**src/core/dbsp_defines.vh**
```
// constants of the dual sensor-bus master serial port
`ifndef DBSP_DEFINES_VH
`define DBSP_DEFINES_VH
`define DBSP_CHANNELS      2
`define DBSP_FIFO_DEPTH    4
`define DBSP_FIFO_AW       2
`define DBSP_MSG_MIN       5'h08
`define DBSP_MSG_MAX       5'h10
`define DBSP_CRC_MAX       4'h8
`define DBSP_WORD_W        24
`define DBSP_CMD_WRITE_BIT 7
`define DBSP_CMD_CHAN_BIT  0
`define DBSP_FRAME_BYTES   2'h3
`define DBSP_CRC_POLY      8'h07
`define DBSP_BIT_PERIOD    8'h20
`define DBSP_LFSR_SEED     8'h5a
`endif

```
**src/core/dbsp_port.v**
```verilog
// dual sensor-bus master: serial host port, per-channel buffers, crc and pacing
`include "dbsp_defines.vh"
module dbsp_port #(
  parameter CHANNELS   = `DBSP_CHANNELS,
  parameter FIFO_DEPTH = `DBSP_FIFO_DEPTH,
  parameter FIFO_AW    = `DBSP_FIFO_AW,
  parameter [7:0] CRC_POLY   = `DBSP_CRC_POLY,
  parameter [7:0] BIT_PERIOD = `DBSP_BIT_PERIOD
) (
  input  wire                          REF_CLK_IN,
  input  wire                          NRST_IN,
  input  wire                          CE_IN,
  input  wire                          CS_N_IN,
  input  wire                          SCLK_IN,
  input  wire                          MOSI_IN,
  output reg                           MISO_OUT,
  output reg                           MISO_OE_OUT,
  output reg                           IRQ_N_OUT,
  output reg                           IRQ_OE_OUT,
  input  wire [5*CHANNELS-1:0]         MSG_LEN_IN,
  input  wire [4*CHANNELS-1:0]         CRC_LEN_IN,
  input  wire [CHANNELS-1:0]           SPREAD_EN_IN,
  input  wire [CHANNELS-1:0]           SEND_MASK_IN,
  input  wire [CHANNELS-1:0]           RECV_MASK_IN,
  output reg  [24*CHANNELS-1:0]        TX_DATA_OUT,
  output reg  [CHANNELS-1:0]           TX_VALID_OUT,
  input  wire [CHANNELS-1:0]           TX_READY_IN,
  input  wire [24*CHANNELS-1:0]        RX_DATA_IN,
  input  wire [CHANNELS-1:0]           RX_VALID_IN,
  output wire [CHANNELS-1:0]           RX_READY_OUT
);
  // crc over the low mlen message bits, msb first, poly trimmed to clen bits
  function [7:0] crc_calc;
    input [15:0] msg;
    input [4:0]  mlen;
    input [3:0]  clen;
    reg   [7:0]  crc;
    reg   [7:0]  mask;
    reg          fb;
    integer      k;
    begin
      crc  = 8'h00;
      mask = (clen >= `DBSP_CRC_MAX) ? 8'hff : ((8'h01 << clen) - 8'h01);
      fb   = 1'b0;
      for (k = 15; k >= 0; k = k - 1) begin
        if (k < mlen && clen != 4'h0) begin
          fb  = crc[clen-1] ^ msg[k];
          crc = ((crc << 1) ^ (fb ? CRC_POLY : 8'h00)) & mask;
        end
      end
      crc_calc = crc;
    end
  endfunction

  // pin synchronisers
  reg [2:0] cs_sync;
  reg [2:0] sclk_sync;
  reg [1:0] mosi_sync;
  always @(posedge REF_CLK_IN or negedge NRST_IN) begin
    if (!NRST_IN) begin
      cs_sync   <= 3'h7;
      sclk_sync <= 3'h0;
      mosi_sync <= 2'h0;
    end else if (CE_IN) begin
      cs_sync   <= {cs_sync[1:0], CS_N_IN};
      sclk_sync <= {sclk_sync[1:0], SCLK_IN};
      mosi_sync <= {mosi_sync[0], MOSI_IN};
    end
  end
  wire cs_low   = ~cs_sync[1];
  wire cs_fall  = cs_sync[2] & ~cs_sync[1];
  wire cs_rise  = ~cs_sync[2] & cs_sync[1];
  wire sclk_up  = cs_low & ~sclk_sync[2] & sclk_sync[1];
  wire sclk_dn  = cs_low & sclk_sync[2] & ~sclk_sync[1];

  // per-channel buffer wiring
  wire [CHANNELS-1:0]    txf_in_ready;
  wire [CHANNELS-1:0]    txf_out_valid;
  wire [CHANNELS-1:0]    txf_pop;
  wire [16*CHANNELS-1:0] txf_data;
  wire [CHANNELS-1:0]    rxf_out_valid;
  wire [CHANNELS-1:0]    rxf_pop;
  wire [16*CHANNELS-1:0] rxf_data;
  reg  [CHANNELS-1:0]    crc_err;
  reg  [CHANNELS-1:0]    push_tx;
  reg  [CHANNELS-1:0]    pop_rx;

  // serial transaction state
  reg [7:0]  shift_in;
  reg [7:0]  shift_out;
  reg [2:0]  bit_cnt;
  reg [1:0]  byte_cnt;
  reg [7:0]  cmd;
  reg [15:0] wdata;
  wire       chan = cmd[`DBSP_CMD_CHAN_BIT];
  wire [7:0] next_byte = {shift_in[6:0], mosi_sync[1]};
  wire [7:0] status = {crc_err[1:0], rxf_out_valid[1:0], ~txf_in_ready[1:0], ~txf_out_valid[1:0]};
  wire [15:0] rd_word = chan ? rxf_data[31:16] : rxf_data[15:0];

  always @(posedge REF_CLK_IN or negedge NRST_IN) begin
    if (!NRST_IN) begin
      shift_in    <= 8'h00;
      shift_out   <= 8'h00;
      bit_cnt     <= 3'h0;
      byte_cnt    <= 2'h0;
      cmd         <= 8'h00;
      wdata       <= 16'h0000;
      MISO_OUT    <= 1'b0;
      MISO_OE_OUT <= 1'b0;
      push_tx     <= {CHANNELS{1'b0}};
      pop_rx      <= {CHANNELS{1'b0}};
    end else if (CE_IN) begin
      push_tx     <= {CHANNELS{1'b0}};
      pop_rx      <= {CHANNELS{1'b0}};
      MISO_OE_OUT <= cs_low;
      if (cs_fall) begin
        bit_cnt   <= 3'h0;
        byte_cnt  <= 2'h0;
        cmd       <= 8'h00;
        MISO_OUT  <= status[7];
        shift_out <= {status[6:0], 1'b0};
      end else if (cs_rise) begin
        if (byte_cnt == `DBSP_FRAME_BYTES) begin
          if (cmd[`DBSP_CMD_WRITE_BIT]) begin
            push_tx[chan] <= 1'b1;
          end else begin
            pop_rx[chan] <= 1'b1;
          end
        end
      end else if (sclk_up) begin
        shift_in <= next_byte;
        bit_cnt  <= bit_cnt + 3'h1;
        if (bit_cnt == 3'h7 && byte_cnt != `DBSP_FRAME_BYTES) begin
          byte_cnt <= byte_cnt + 2'h1;
          case (byte_cnt)
            2'h0: begin
              cmd       <= next_byte;
              shift_out <= next_byte[`DBSP_CMD_CHAN_BIT] ? rxf_data[31:24] : rxf_data[15:8];
            end
            2'h1: begin
              wdata[15:8] <= next_byte;
              shift_out   <= rd_word[7:0];
            end
            2'h2: begin
              wdata[7:0] <= next_byte;
              shift_out  <= 8'h00;
            end
            default: begin
              shift_out <= 8'h00;
            end
          endcase
        end
      end else if (sclk_dn) begin
        MISO_OUT  <= shift_out[7];
        shift_out <= {shift_out[6:0], 1'b0};
      end
    end
  end

  // interrupt: level of any enabled send or receive condition
  always @(posedge REF_CLK_IN or negedge NRST_IN) begin
    if (!NRST_IN) begin
      IRQ_N_OUT  <= 1'b0;
      IRQ_OE_OUT <= 1'b0;
    end else if (CE_IN) begin
      IRQ_N_OUT  <= 1'b0;
      IRQ_OE_OUT <= |((~txf_out_valid & ~TX_VALID_OUT & SEND_MASK_IN) |
                       ((rxf_out_valid | crc_err) & RECV_MASK_IN));
    end
  end

  genvar g;
  generate
    for (g = 0; g < CHANNELS; g = g + 1) begin : ch
      wire [4:0]  mlen_raw = MSG_LEN_IN[5*g+4:5*g];
      wire [3:0]  clen_raw = CRC_LEN_IN[4*g+3:4*g];
      wire [4:0]  mlen = (mlen_raw < `DBSP_MSG_MIN) ? `DBSP_MSG_MIN :
                         (mlen_raw > `DBSP_MSG_MAX) ? `DBSP_MSG_MAX : mlen_raw;
      wire [3:0]  clen = (clen_raw > `DBSP_CRC_MAX) ? `DBSP_CRC_MAX : clen_raw;
      wire [15:0] tx_msg = txf_data[16*g+15:16*g];
      wire [15:0] rx_msg = RX_DATA_IN[24*g+23:24*g+8];
      wire [7:0]  rx_crc = RX_DATA_IN[24*g+7:24*g];
      wire        rx_push = RX_VALID_IN[g] & RX_READY_OUT[g];
      reg  [7:0]  lfsr;
      reg  [7:0]  pace;
      wire        tick = (pace == 8'h00);
      wire        take = tick & txf_out_valid[g] & (~TX_VALID_OUT[g] | TX_READY_IN[g]);
      assign txf_pop[g] = take;
      assign rxf_pop[g] = pop_rx[g];

      dbsp_fifo #(.WIDTH(16), .DEPTH(FIFO_DEPTH), .AW(FIFO_AW)) u_txf (
        .clk_in        (REF_CLK_IN),
        .rst_n_in      (NRST_IN),
        .en_in         (CE_IN),
        .in_valid_in   (push_tx[g]),
        .in_ready_out  (txf_in_ready[g]),
        .in_data_in    (wdata),
        .out_valid_out (txf_out_valid[g]),
        .out_ready_in  (txf_pop[g]),
        .out_data_out  (txf_data[16*g+15:16*g])
      );
      dbsp_fifo #(.WIDTH(16), .DEPTH(FIFO_DEPTH), .AW(FIFO_AW)) u_rxf (
        .clk_in        (REF_CLK_IN),
        .rst_n_in      (NRST_IN),
        .en_in         (CE_IN),
        .in_valid_in   (RX_VALID_IN[g]),
        .in_ready_out  (RX_READY_OUT[g]),
        .in_data_in    (rx_msg),
        .out_valid_out (rxf_out_valid[g]),
        .out_ready_in  (rxf_pop[g]),
        .out_data_out  (rxf_data[16*g+15:16*g])
      );

      always @(posedge REF_CLK_IN or negedge NRST_IN) begin
        if (!NRST_IN) begin
          lfsr                    <= `DBSP_LFSR_SEED;
          pace                    <= 8'h00;
          crc_err[g]              <= 1'b0;
          TX_VALID_OUT[g]         <= 1'b0;
          TX_DATA_OUT[24*g+23:24*g] <= 24'h000000;
        end else if (CE_IN) begin
          lfsr <= {lfsr[6:0], lfsr[7] ^ lfsr[5] ^ lfsr[4] ^ lfsr[3]};
          if (tick) begin
            pace <= BIT_PERIOD + (SPREAD_EN_IN[g] ? {5'h00, lfsr[2:0]} : 8'h00);
          end else begin
            pace <= pace - 8'h01;
          end
          if (take) begin
            TX_DATA_OUT[24*g+23:24*g] <= {tx_msg, crc_calc(tx_msg, mlen, clen)};
            TX_VALID_OUT[g]           <= 1'b1;
          end else if (TX_READY_IN[g]) begin
            TX_VALID_OUT[g] <= 1'b0;
          end
          // error flag: a new error wins over the clearing read
          if (rx_push && clen != 4'h0 && crc_calc(rx_msg, mlen, clen) != rx_crc) begin
            crc_err[g] <= 1'b1;
          end else if (pop_rx[g]) begin
            crc_err[g] <= 1'b0;
          end
        end
      end
    end
  endgenerate
endmodule // dbsp_port

```
**src/core/dbsp_fifo.v**
```verilog
// flip-flop fifo with valid and ready on both sides
module dbsp_fifo #(
  parameter WIDTH = 24,
  parameter DEPTH = 4,
  parameter AW    = 2
) (
  input  wire             clk_in,
  input  wire             rst_n_in,
  input  wire             en_in,
  input  wire             in_valid_in,
  output reg              in_ready_out,
  input  wire [WIDTH-1:0] in_data_in,
  output reg              out_valid_out,
  input  wire             out_ready_in,
  output wire [WIDTH-1:0] out_data_out
);
  reg [WIDTH-1:0] mem [0:DEPTH-1];
  reg [AW-1:0]    wr_ptr;
  reg [AW-1:0]    rd_ptr;
  reg [AW:0]      cnt;
  wire            push = in_valid_in & in_ready_out;
  wire            pop  = out_valid_out & out_ready_in;
  wire [AW:0]     next_cnt = cnt + {{AW{1'b0}}, push} - {{AW{1'b0}}, pop};
  integer         i;

  assign out_data_out = mem[rd_ptr];

  always @(posedge clk_in or negedge rst_n_in) begin
    if (!rst_n_in) begin
      wr_ptr        <= {AW{1'b0}};
      rd_ptr        <= {AW{1'b0}};
      cnt           <= {(AW+1){1'b0}};
      in_ready_out  <= 1'b1;
      out_valid_out <= 1'b0;
      for (i = 0; i < DEPTH; i = i + 1) begin
        mem[i] <= {WIDTH{1'b0}};
      end
    end else if (en_in) begin
      if (push) begin
        mem[wr_ptr] <= in_data_in;
        wr_ptr      <= (wr_ptr == DEPTH - 1) ? {AW{1'b0}} : wr_ptr + 1'b1;
      end
      if (pop) begin
        rd_ptr <= (rd_ptr == DEPTH - 1) ? {AW{1'b0}} : rd_ptr + 1'b1;
      end
      cnt           <= next_cnt;
      in_ready_out  <= (next_cnt != DEPTH);
      out_valid_out <= (next_cnt != {(AW+1){1'b0}});
    end
  end
endmodule // dbsp_fifo

```
**config.mk**
```make
export PLATFORM = sky130hd
export DESIGN_NAME = dbsp_port
export DESIGN_NICKNAME = d
export VERILOG_FILES = /design/src/core/dbsp_port.v /design/src/core/dbsp_fifo.v
export VERILOG_INCLUDE_DIRS = /design/src /design/src/core
export SDC_FILE = /design/constraint.sdc
export NUM_CORES = 1
export LEC_CHECK = 0
export ABC_CLOCK_PERIOD_IN_PS = 17650
export BUFFER_PORTS_ARGS = -buffer_cell sky130_fd_sc_hd__buf_2
export CAP_MARGIN = 20
export CORE_MARGIN = 8
export CORE_UTILIZATION = 30
export CTS_CLUSTER_SIZE = 20
export DETAILED_ROUTE_END_ITERATION = 8
export PLACE_DENSITY = 0.54
export SYNTH_ARGS = -nofsm -noshare
export SYNTH_HDL_FRONTEND = slang
export SYNTH_SLANG_ARGS = --single-unit
```
**constraint.sdc**
```tcl
create_clock -name REF_CLK_IN -period 17.65 [get_ports REF_CLK_IN]
set_clock_uncertainty 0.15 [all_clocks]
set_input_delay 5.295 -clock REF_CLK_IN [delete_from_list [all_inputs] [get_ports REF_CLK_IN]]
set_output_delay 5.295 -clock REF_CLK_IN [all_outputs]
set_load 0.005 [all_outputs]
```
==> flow_summary.toml <==
[outcome]
outcome = "finished, final reports clean"

[clocking]
insertion_delay_ns = 0.62
cts_sinks = 429
clk_pin_slew_worst_paths_ns = 0.05
cts_tree = "done"
cts_inserted_buffers = 51
clk_path_buf_depth = 3
cts_max_level = 2
ctsRootBufferMaster = "clkbuf_16"

[route]
first_iter_violations = 2729
wire_per_inst_um = 21.6
first_pass_iters = 6
routed_via_density = 5.50
vias = 30500
ant_nets = 0
routed_wirelength_um = 120000
drc_errors = 0

[flow_run]
cap_violations = 0

[sta]
setup_viol = 0
slew_headroom = 0.312
finalCritPeriodShare = 0.979
rsz0062_at_grt = "yes"
min_period_ns = 17.27
tightest_slew_ns = 1.03
fmax_mhz = 57.9
hold-worst-slack_ns = 0.319
tns_ns = 0
worst_slack_ns = 0.379
final_max_slew_viol_count = 0
hold_viol = 0

[global_routing]
grt_usage = 0.185
grt_max_degree = 151
grt_first_pass_wirelength_um = 180000
antenna_found_initial = 5
gr-total-overflow = 0
grt_pass1_vias = 29500

[place]
post-place-ws_ns = -0.353
place_congestion = 0.932
dp_hpwl_um = 88300
placedCellCount = 5388
numPortBuffers = 136

[worst_setup_path]
cpMostUsedCell = "xnor2_2"
crit_path_end_kind = "register"
setup.worst_path.class = "input pin to register"
cp_slowest_stage_delay_ns = 0.59
crit_required_ns = 18.00
crit_path_start_kind = "input pin"
path_max_fanout = 5
arrival_ns = 17.62
cpMaxStageDelayCell = "or4_4"

[layout]
nNetsFinal = 4146
syn2layout_area_growth_pct = 25.8
fin_cells = 5536
post_route_cells_drive_above_1_share = 0.384

[logic_synthesis]
synthSimpleGateAreaFrac = 0.174
yosys-mux-area-fraction = 0.174
synth_top_family_by_area = "compound AO/OA/AOI/OAI gates"
syn-cell-area_mm2 = 0.0335
synthArstFlopShare = 1.00
synthesis.nets = 3643
synth_edf_count = 0
synthAdderAreaFrac = 0.0222
syn_area_per_cell_um2 = 9.56
ys.flop_type = "dfrtp_1"
ys_seq_area_frac = 0.321
yosys_warnings = 0
synth_cells = 3504
synth_xor_area_frac = 0.0611
ys_ff_latch = 429
synth_compound_area_frac = 0.195
yosysUniqueCellTypes = 170

[die]
row_count = 122
start_util = 0.303
fp.dieW_um = 350
fp.dieH_um = 350
dieArea_mm2 = 0.123
core_mm2 = 0.111
pin_count = 138

[min_path]
hp-class = "register to register"

[power]
peakVddDrop_uv = 89.1
intPower_uw = 2990
combPwrFrac = 0.472
power_frac_seq = 0.297
p_leak_uw = 0.0182
p_sw_frac = 0.369
p_per_area_mw_per_mm2 = 112
p_switching_uw = 1750
total_power_uw = 4730
clock_power_share = 0.231
[layer usage]
| layer | global-route usage | wire length [um] |
|---|---|---|
| met1 | 0.261 | 54300 |
| met2 | 0.292 | 53800 |
| met3 | 0.0273 | 7700 |
| met4 | 0.0571 | 3750 |
| met5 | 0 | 13 |
[final cells by class]
cell class / instances / area [um2]
Antenna cell: 2 / 5.00
Clock buffer: 70 / 1420
Clock inverter: 22 / 335
Fill cell: 11100 / 68500
Inverter: 89 / 359
Multi-Input combinational cell: 2767 / 22600
Sequential cell: 429 / 10800
Tap cell: 1488 / 1860
Timing Repair Buffer: 669 / 4840
[registers in the layout (all words and copies together) (netlist names), 7 cells and up]
name,cells
shift_out,8
shift_in,7
ch.u_txf.mem,128
ch.lfsr,16
TX_DATA_OUT,48
ch.u_rxf.mem,128
ch.pace,16
wdata,16
[stage by stage]
stage               cell area, um2   util
floorplan                    34300      -
detailed placement           39100  0.353
global route                 42100  0.381
finish                       42200  0.381
global placement             39100  0.353
CTS                          40800  0.369
[timing repair]
action,CTS,global route
buffers inserted,0,53
resized for setup,0,196
endpoints found under the hold margin,0,0
hold buffers,0,0
endpoints found under the setup margin,0,9
[worst max-delay path, delay by kind of cell]
kind,cells,cell delay [ns]
xor+xnor,10,1.74
simple gates,13,2.89
compound gates,20,4.79
fa+ha+maj,3,0.52
buf+inv,10,1.12
mux,5,1.24
[Yosys cell counts (53+ instances only)]
cell type | instances | area, um2
mux2_2 | 327 | 3680
clkbuf_1 | 127 | 477
inv_1 | 83 | 312
nor2_1 | 297 | 1110
nand3_1 | 109 | 546
a21oi_1 | 114 | 571
mux2i_1 | 64 | 641
nor3_1 | 96 | 480
xnor2_1 | 105 | 920
ha_1 | 53 | 663
o21ai_0 | 192 | 961
nand2_1 | 371 | 1390
mux4_2 | 58 | 1310
dfrtp_1 | 414 | 10400
[cell usage in the layout (no fill, tap or decap), types with 78 or more instances in the layout]
cell       n
mux2_2   322
xnor2_1   84
nor2_1   287
nor3_1    80
dfrtp_1  414
a21oi_1  103
buf_2    130
o21ai_0  180
nand3_1  103
nand2_1  358
inv_1     78
buf_4    516
[power by group through the flow]
stage | combinational [uW] | clock (uW) | sequential [uW]
2_1_floorplan | 1420 | 0 | 1360
3_3_place_gp | 2080 | 0 | 1410
3_5_place_dp | 2100 | 0 | 1420
4_1_cts | 2110 | 1130 | 1410
5_1_grt | 2420 | 1170 | 1440
6_report | 2230 | 1100 | 1400
[logic make-up after synthesis]
kind of cell | count (synthesis)
buffers and inverters | 308
and+or+nand+nor | 1195
muxes | 460
xor gates and xnor gates | 186
adders and majority gates | 57
other | 1
AOI/OAI and AO/OA | 868
DFF | 429
[final timing paths]
path | from | to | slack (ns) | depth (start not counted)
hold / removal | TX_DATA_OUT[33] | TX_DATA_OUT[33] | 0.32 | 2
max in group asynchronous | NRST_IN | TX_DATA_OUT[11] | 9.88 | 4
setup / recovery | CRC_LEN_IN[7] | TX_DATA_OUT[24] | 0.38 | 61
min in group asynchronous | NRST_IN | TX_DATA_OUT[41] | 4.45 | 1
hold reg to reg | TX_DATA_OUT[33] | TX_DATA_OUT[33] | 0.32 | 2
setup reg to reg | ch[0].u_txf.rd_ptr[1] | TX_DATA_OUT[0] | 5.23 | 53
No activity file was read; power rests on OpenSTA's default activity.
